==> src/design/wake_seq_pkg.sv <==
package wake_seq_pkg;

    // timing base of the wake timer, in Hz (32.768 kHz)
    localparam int TIMER_BASE_HZ     = 32768;
    // the factor of four in front of the power of two
    localparam int PERIOD_SCALE      = 4;
    localparam int PERIOD_SCALE_LOG2 = 2;

    localparam int MANT_W = 16;
    localparam int EXP_W  = 4;
    localparam int WIN_W  = 8;
    localparam int THR_W  = 5;
    localparam int MV_W   = 12;
    // wide enough for a 16-bit mantissa shifted by 15 + 2
    localparam int TICK_W = 34;

    // battery threshold ladder in mV: 1500 + 50 * setting, up to 3050
    localparam logic [MV_W-1:0] BATT_MIN_MV  = 12'h5dc;
    localparam logic [MV_W-1:0] BATT_STEP_MV = 12'h032;
    localparam logic [MV_W-1:0] BATT_MAX_MV  = 12'hbea;

    localparam int FLAG_W    = 3;
    localparam int FLAG_WAKE = 0;
    localparam int FLAG_BATT = 1;
    localparam int FLAG_TX   = 2;
    localparam logic [FLAG_W-1:0] FLAGS_RST = 3'h0;

    typedef enum logic [1:0] {
        ST_WAKE_WAIT = 2'b00,
        ST_RX_LISTEN = 2'b01,
        ST_RX_EXTEND = 2'b11,
        ST_TX_SEND   = 2'b10
    } seq_state_t;

    typedef struct packed {
        logic wake_enable;
        logic rx_ldc_enable;
        logic tx_ldc_enable;
        logic lbd_enable;
        logic lbd_to_gpio;
    } wake_cfg_t;

    typedef struct packed {
        logic wake_en;
        logic batt_en;
    } chip_irq_en_t;

    typedef struct packed {
        logic preamble_valid;
        logic sync_ok;
        logic packet_valid;
        logic rx_error;
        logic tx_done;
    } radio_evt_t;

endpackage

==> src/design/low_duty_cycle_wake_sequencer.sv <==
`timescale 1ns/1ps
module low_duty_cycle_wake_sequencer
    import wake_seq_pkg::*;
(
    input  wire logic               clk,
    input  wire logic               srst,
    input  wire logic               tick_32k,
    input  wire wake_cfg_t          wake_timer_config,
    input  wire logic [MANT_W-1:0]  wake_mantissa,
    input  wire logic [EXP_W-1:0]   wake_exponent,
    input  wire logic [WIN_W-1:0]   listen_window_setting,
    input  wire logic [THR_W-1:0]   battery_threshold_setting,
    input  wire logic [MV_W-1:0]    battery_mv,
    input  wire logic               interrupt_enable_setting,
    input  wire chip_irq_en_t       chip_interrupt_enable_setting,
    input  wire radio_evt_t         radio_events,
    input  wire logic [FLAG_W-1:0]  flag_clear,
    output seq_state_t              seq_state_ff,
    output logic                    rx_enable_ff,
    output logic                    tx_start_ff,
    output logic [FLAG_W-1:0]       irq_flags_ff,
    output logic                    interrupt_request_n_ff,
    output logic                    low_battery_ff,
    output logic                    low_battery_gpio_ff
);

    seq_state_t              nxt_state;
    logic                    heard_ff;
    logic                    nxt_heard;
    logic [FLAG_W-1:0]       nxt_flags;

    wire  [TICK_W-1:0]       wake_ticks;
    wire  [TICK_W-1:0]       window_ticks;
    wire                     wake_expire;
    wire                     window_expire;
    wire                     in_rx;
    wire                     in_wait;
    wire                     start_window;
    wire                     lbd_active;
    wire                     lbd_sample;
    wire                     batt_below;
    wire                     batt_done;
    wire                     tx_finish;
    wire                     pkt_heard;
    wire  [FLAG_W-1:0]       flag_set;

    // both periods in ticks of the 32.768 kHz base, scaled by 4 * 2^exp
    assign wake_ticks   = TICK_W'(wake_mantissa)
                          << (32'(wake_exponent) + PERIOD_SCALE_LOG2);
    assign window_ticks = TICK_W'(listen_window_setting)
                          << (32'(wake_exponent) + PERIOD_SCALE_LOG2);

    assign in_wait      = seq_state_ff == ST_WAKE_WAIT;
    assign in_rx        = (seq_state_ff == ST_RX_LISTEN) || (seq_state_ff == ST_RX_EXTEND);
    assign pkt_heard    = radio_events.preamble_valid | radio_events.sync_ok;
    assign tx_finish    = (seq_state_ff == ST_TX_SEND) & radio_events.tx_done;
    assign lbd_active   = wake_timer_config.wake_enable & wake_timer_config.lbd_enable;
    assign lbd_sample   = wake_expire & lbd_active;
    // restart the window on each entry so the second window is full length
    assign start_window = (nxt_state == ST_RX_LISTEN && !(seq_state_ff == ST_RX_LISTEN))
                          || (nxt_state == ST_RX_EXTEND && seq_state_ff == ST_RX_LISTEN);

    period_counter u_wake_timer (
        .clk       (clk),
        .srst      (srst),
        .restart   (!wake_timer_config.wake_enable),
        .run       (wake_timer_config.wake_enable),
        .tick      (tick_32k),
        .target    (wake_ticks),
        .expire_ff (wake_expire)
    );

    period_counter u_window_timer (
        .clk       (clk),
        .srst      (srst),
        .restart   (start_window),
        .run       (in_rx),
        .tick      (tick_32k),
        .target    (window_ticks),
        .expire_ff (window_expire)
    );

    battery_compare u_battery (
        .clk               (clk),
        .srst              (srst),
        .sample            (lbd_sample),
        .threshold_setting (battery_threshold_setting),
        .battery_mv        (battery_mv),
        .below_ff          (batt_below),
        .done_ff           (batt_done)
    );

    always_comb begin
        nxt_state = seq_state_ff;
        nxt_heard = heard_ff;
        case (seq_state_ff)
            ST_WAKE_WAIT: begin
                nxt_heard = 1'b0;
                if (wake_expire && wake_timer_config.rx_ldc_enable) begin
                    nxt_state = ST_RX_LISTEN;
                end else if (wake_expire && wake_timer_config.tx_ldc_enable) begin
                    nxt_state = ST_TX_SEND;
                end
            end
            ST_RX_LISTEN: begin
                // wake expiries are ignored while listening, relying on a short window
                if (radio_events.packet_valid) begin
                    nxt_state = ST_WAKE_WAIT;
                end else if (window_expire && (heard_ff || pkt_heard)
                             && !radio_events.rx_error) begin
                    nxt_state = ST_RX_EXTEND;
                end else if (window_expire) begin
                    nxt_state = ST_WAKE_WAIT;
                end
                if (radio_events.rx_error) begin
                    nxt_heard = 1'b0;
                end else if (pkt_heard) begin
                    nxt_heard = 1'b1;
                end
            end
            ST_RX_EXTEND: begin
                if (radio_events.packet_valid || window_expire) begin
                    nxt_state = ST_WAKE_WAIT;
                end
            end
            ST_TX_SEND: begin
                if (radio_events.tx_done) begin
                    nxt_state = ST_WAKE_WAIT;
                end
            end
            default: begin
                nxt_state = ST_WAKE_WAIT;
                nxt_heard = 1'b0;
            end
        endcase
    end

    always_ff @(posedge clk) begin
        if (srst) begin
            seq_state_ff <= ST_WAKE_WAIT;
            heard_ff     <= 1'b0;
            rx_enable_ff <= 1'b0;
            tx_start_ff  <= 1'b0;
        end else begin
            seq_state_ff <= nxt_state;
            heard_ff     <= nxt_heard;
            rx_enable_ff <= (nxt_state == ST_RX_LISTEN) || (nxt_state == ST_RX_EXTEND);
            tx_start_ff  <= (nxt_state == ST_TX_SEND) && in_wait;
        end
    end

    assign flag_set[FLAG_WAKE] = wake_expire & chip_interrupt_enable_setting.wake_en;
    assign flag_set[FLAG_BATT] = batt_done & batt_below & !wake_timer_config.lbd_to_gpio
                                 & chip_interrupt_enable_setting.batt_en;
    assign flag_set[FLAG_TX]   = tx_finish & interrupt_enable_setting;

    // a set in the same cycle as its clear wins, so no event is lost
    genvar gi;
    generate
        for (gi = 0; gi < FLAG_W; gi++) begin : g_flag
            assign nxt_flags[gi] = flag_set[gi] | (irq_flags_ff[gi] & ~flag_clear[gi]);
        end
    endgenerate

    always_ff @(posedge clk) begin
        if (srst) begin
            irq_flags_ff           <= FLAGS_RST;
            interrupt_request_n_ff <= 1'b1;
        end else begin
            irq_flags_ff           <= nxt_flags;
            interrupt_request_n_ff <= ~(|irq_flags_ff);
        end
    end

    // gpio path copies the last comparison while lbd_to_gpio is set; it moves on a new result or a change of lbd_to_gpio
    always_ff @(posedge clk) begin
        if (srst) begin
            low_battery_ff      <= 1'b0;
            low_battery_gpio_ff <= 1'b0;
        end else begin
            if (batt_done) begin
                low_battery_ff <= batt_below;
            end
            low_battery_gpio_ff <= low_battery_ff & wake_timer_config.lbd_to_gpio;
        end
    end
endmodule // low_duty_cycle_wake_sequencer

==> src/design/period_counter.sv <==
`timescale 1ns/1ps
module period_counter
    import wake_seq_pkg::*;
(
    input  wire logic              clk,
    input  wire logic              srst,
    input  wire logic              restart,
    input  wire logic              run,
    input  wire logic              tick,
    input  wire logic [TICK_W-1:0] target,
    output logic                   expire_ff
);

    logic [TICK_W-1:0] count_ff;
    wire  [TICK_W-1:0] count_inc;
    wire               hit;

    assign count_inc = count_ff + 1'b1;
    // a zero target behaves as one tick, never as a stuck counter
    assign hit       = run & tick & (count_inc >= target);

    always_ff @(posedge clk) begin
        if (srst || restart) begin
            count_ff  <= '0;
            expire_ff <= 1'b0;
        end else begin
            expire_ff <= hit;
            if (hit) begin
                count_ff <= '0;
            end else if (run && tick) begin
                count_ff <= count_inc;
            end
        end
    end

endmodule // period_counter

==> src/design/battery_compare.sv <==
`timescale 1ns/1ps
module battery_compare
    import wake_seq_pkg::*;
(
    input  wire logic            clk,
    input  wire logic            srst,
    input  wire logic            sample,
    input  wire logic [THR_W-1:0] threshold_setting,
    input  wire logic [MV_W-1:0] battery_mv,
    output logic                 below_ff,
    output logic                 done_ff
);

    wire [MV_W-1:0] thr_mv;
    wire            below;

    // top step lands exactly on the 3.05 V ceiling
    assign thr_mv = BATT_MIN_MV + MV_W'(threshold_setting) * BATT_STEP_MV;
    assign below  = battery_mv < thr_mv;

    always_ff @(posedge clk) begin
        if (srst) begin
            below_ff <= 1'b0;
            done_ff  <= 1'b0;
        end else begin
            done_ff <= sample;
            if (sample) begin
                below_ff <= below;
            end
        end
    end

endmodule // battery_compare

==> config.mk <==
export PLATFORM = sky130hd
export DESIGN_NAME = low_duty_cycle_wake_sequencer
export DESIGN_NICKNAME = d
export VERILOG_FILES = /design/src/design/wake_seq_pkg.sv /design/src/design/low_duty_cycle_wake_sequencer.sv /design/src/design/period_counter.sv /design/src/design/battery_compare.sv
export SDC_FILE = /design/constraint.sdc
export NUM_CORES = 1
export LEC_CHECK = 0
export BUFFER_PORTS_ARGS = -buffer_cell sky130_fd_sc_hd__clkbuf_2
export CORE_MARGIN = 4
export CORE_UTILIZATION = 35
export CTS_CLUSTER_DIAMETER = 120
export DETAILED_ROUTE_END_ITERATION = 7
export PLACE_DENSITY = 0.62
export SYNTH_ARGS = -nofsm -noshare
export SYNTH_HDL_FRONTEND = slang
export SYNTH_SLANG_ARGS = --single-unit
==> constraint.sdc <==
create_clock -name clk -period 6.85 [get_ports clk]
set_clock_uncertainty 0.2 [all_clocks]
set_input_delay 0.3425 -clock clk [delete_from_list [all_inputs] [get_ports clk]]
set_output_delay 0.3425 -clock clk [all_outputs]
set_load 0.1 [all_outputs]
==> results <==
- The final critical-path share of the clock period is 72.4%.
- The number of setup buffers added after CTS is 0.
- The worst path meets setup with 1890 ps of slack.
- Summed over all instances, the cell type with the most area after synthesis is dfxtp_1.
- The number of maximum-capacitance constraint violations is 0.
- The number of inserted filler cells in the final layout is approximately 2500.
- The number of library cell types mapped by synthesis is 74.
- The number of cells in the finished layout apart from fillers is between 1000 and 1500.
- After floorplanning, the core was divided into 56 placement rows.
- In this run, synthesis produced a sequential element count of around 80.
- After synthesis, the cell types taking the most area are dfxtp_1 20%, ha_1 15%, xnor2_1 8.1%.
- The initial antenna violation count is 0.
- The capturing element type of the critical path is a flip-flop.
- The count of clock tree sinks is between 80 and 90.
- The die width is ~160 µm.
- The tree is rooted in a clkbuf_16.
- The number of iterations in the first detailed-routing pass is 5.
- The arrival time of data at the critical path endpoint is 4990 ps.
- Routability-driven placement finished with a final weighted congestion of 0.916.
- The starting density of the core is 35.6%.
- The worst setup path is of the in -> reg kind.
- The wire-length estimate of the detail-placed layout is 16.3 mm.
- Net switching is about 31% of the power.
- The library cell used most frequently in the layout, excluding fill and tap cells, is nand2_1.
- The overall global routing resource usage is roughly 16%.
- The share of Yosys cell area claimed by the top area cell type is 19.6%.
- The fmax is around 200 MHz.
- For the pin with the worst max-slew slack, the measured transition is 1120 ps.
- The run finished with clean final reports.
- The final count of pins violating max slew is 0.
- The first-pass GRT wire length is 35.0 mm.
- The total count of hold-check failures in the final report is 0.
- The slack of the worst reg-to-reg path is 2050 ps.
- Clock-pin slew was measured on the worst setup and hold paths at 70 ps.
- Combinational cells account for between 20% and 30% of the total power.
- Of all nets on the critical path, the largest fanout is 28.
- Global routing used 24.6% of the available met2 tracks.
- The routed design has around 21 mm of wire.
- The total congestion overflow is 0.
- The number of setup violations in the final report is 0.
- The power density over cell area is 155 nW/µm².
- Summed over all cells, the static leakage comes to approximately 3.8 nW.
- Once detail routing completed, the nets flagged for antenna violations numbered 0.
- The largest vdd supply drop is between 100 and 150 µV.
- The via count of the first global-routing pass came to 7102.
- In the routed design, unresolved DRC markers number 0.
- The netlist area before placement is 8360 µm².
- Setup repair after global routing left no endpoint under its margin.
- The longest clock path from root to sink contains 2 buffers.
- The type of element launching the critical path is an input port.
- The required time of the worst setup path is 6880 ps.
- The most used flip-flop cell after synthesis is dfxtp_1.
- The fraction of final layout cells with drive strength greater than 1 is between 10% and 20%.
- The register area is 1640 µm².
- In the final timing run, aggregate negative setup slack is 0 ps.
- Counting every instance in the synthesized netlist gives approximately 1100.
- The sequential area share after synthesis is between 10% and 20%.
- The number of nets in the final layout is 1265.
- Pin placement for this block handled 74 I/O pins.
- The final design utilization is roughly two fifths.
- Leaving out fill and tap cells, the most frequent cells in the layout are 146 x nand2_1, 110 x nor2_1, 99 x ha_1.
- The total number of vias is 7552.
- The share of synthesized registers carrying an async set or reset is 0%.
- The clock period could shrink to 4960 ps.
- In the routed layout, each cell is associated on average with a via count of 5.30.
- The routing usage on met1 is 23.3%.
- The repair_antennas step left the layout with diodes totalling 0.
- Including well taps, the total number of placed cells is 1408.
- In the final layout, the multi-input gates occupy 6330 µm².
- The number of H-tree branching levels is 3.
- During placement, the flow inserted port buffers numbering 72.
- The post-place setup slack is 1580 ps.
- The headroom to the max-slew limit is 25.6%.
- The analysis attributes to net switching a power of about 0.00044 W.
- The number of CTS-inserted buffers is 9.
- Internal power comes to between 0.0009 and 0.001 W.
- The initial DRC count is 493.
- TritonCTS built the clock tree.
- The mean cell area of the mapped netlist is 7.82 µm².
- Relative to the synthesized area, the layout overhead comes to 10.4%.
- The die covers 26400 µm².
- For the worst-skew pair, the clock arrives at the later sink with an insertion delay of 350 ps.
- After global routing, the most crowded layer is met2.
- The share of power burned in registers is between 30 and 40%.
- The part of the total power dissipated in the clock network is 40.5%.
- In the global route stage, met3 resource usage came out at 2.10%.
- The core region is 23500 µm².
- Yosys mapped a number of flops with a built-in enable equal to 0.
- The die is 163 µm tall.
- The maximum number of pins on one net before global-route repair is 35.
- Synthesis produced a netlist with a net count of 1234.
- The class of the worst hold path is in -> reg.
- The synthesis warning total is 0.
- The average wire per standard cell is 14.7 µm.
-- worst paths after layout --
path                                    startpoint                        end  cells after the start
hold / removal    chip_interrupt_enable_setting[1]            irq_flags_ff[0]                      3
setup / recovery                  wake_exponent[2]  u_wake_timer.count_ff[27]                     14
setup reg to reg          u_wake_timer.count_ff[0]  u_wake_timer.count_ff[27]                     14
hold reg to reg                     low_battery_ff        low_battery_gpio_ff                      2
-- cell usage after synthesis, drive strengths merged (18+ instances only) --
cell,number
dfxtp,82
a21oi,52
xnor2,77
ha,99
nand3,55
nor2,110
nand4,33
nand2,147
mux2i,24
xor2,65
o21ai,29
clkbuf,34
inv,23
buf,27
and3,20
nand2b,18
nor3,51
-- sequential cells by signal, indices dropped and copies added (netlist names) --
signal                    flops
u_wake_timer.count_ff        34
u_window_timer.count_ff      34
irq_flags_ff                  3
seq_state_ff                  2
heard_ff                      1
interrupt_request_n_ff        1
low_battery_ff                1
low_battery_gpio_ff           1
tx_start_ff                   1
u_battery.below_ff            1
u_battery.done_ff             1
u_wake_timer.expire_ff        1
u_window_timer.expire_ff      1
-- critical path: stages --
cell      delay, ps
clkbuf_2        100
ha_1            880
inv_1           590
mux2i_1         250
o21ai_0         290
a22oi_1         170
ha_1            390
nand4_1         160
nor4_1          430
nand2_1         150
o211ai_1        280
o31a_1          520
buf_4           350
nor2_1           80
-- per-stage QoR --
| step | cell area [µm²] | hold slack, ps | power [W] |
|---|---|---|---|
| floorplan | 8360 | 258 | 0.000758 |
| global placement | 8870 | 246 | 0.000850 |
| detailed placement | 8870 | 248 | 0.000856 |
| CTS | 9230 | 4.54 | 0.00145 |
| global route | 9230 | 50.5 | 0.00151 |
| finish | 9230 | 24.3 | 0.00143 |
-- final cells by class --
cell class / instances / share of cell area [%]
multi-input combinational: 904 / 68.5
sequential: 82 / 17.8
timing repair buffer: 81 / 4.66
tap: 319 / 4.32
clock buffer: 9 / 2.44
clock inverter: 7 / 1.34
inverter: 23 / 0.935
-- metal layers --
metal / wire length (µm) / share of wire [%] / vias to the layer above
li1: - / - / 3850
met1: 10700 / 51 / 3477
met3: 1140 / 5.4 / 11
met2: 8920 / 43 / 214
met4: 182 / 0.87 / 0
met5: 0 / 0 / -
-- power by group through the flow --
stage | logic [W] | clock network [W] | registers [W]
floorplan | 0.000269 | 0 | 0.000489
global placement | 0.000361 | 0 | 0.000490
detailed placement | 0.000366 | 0 | 0.000490
CTS | 0.000371 | 0.000597 | 0.000479
global route | 0.000418 | 0.000613 | 0.000479
finish | 0.000372 | 0.000578 | 0.000479
-- cell families (layout without fill, tap and decap cells) --
kind of cell / after synthesis / in the layout / synth area share (%)
fa+ha+maj: 100 / 100 / 15.0
buf+inv: 84 / 120 / 4.73
simple gates: 475 / 475 / 27.9
flops: 82 / 82 / 19.6
compound gates: 145 / 145 / 11.0
mux: 42 / 42 / 6.91
xor+xnor: 142 / 142 / 14.9
-- timing repair --
action	in CTS	in global routing
hold endpoints to repair	1	0
hold buffers	1	0
resized for setup	0	0
No activity file was read; power rests on OpenSTA's default activity.
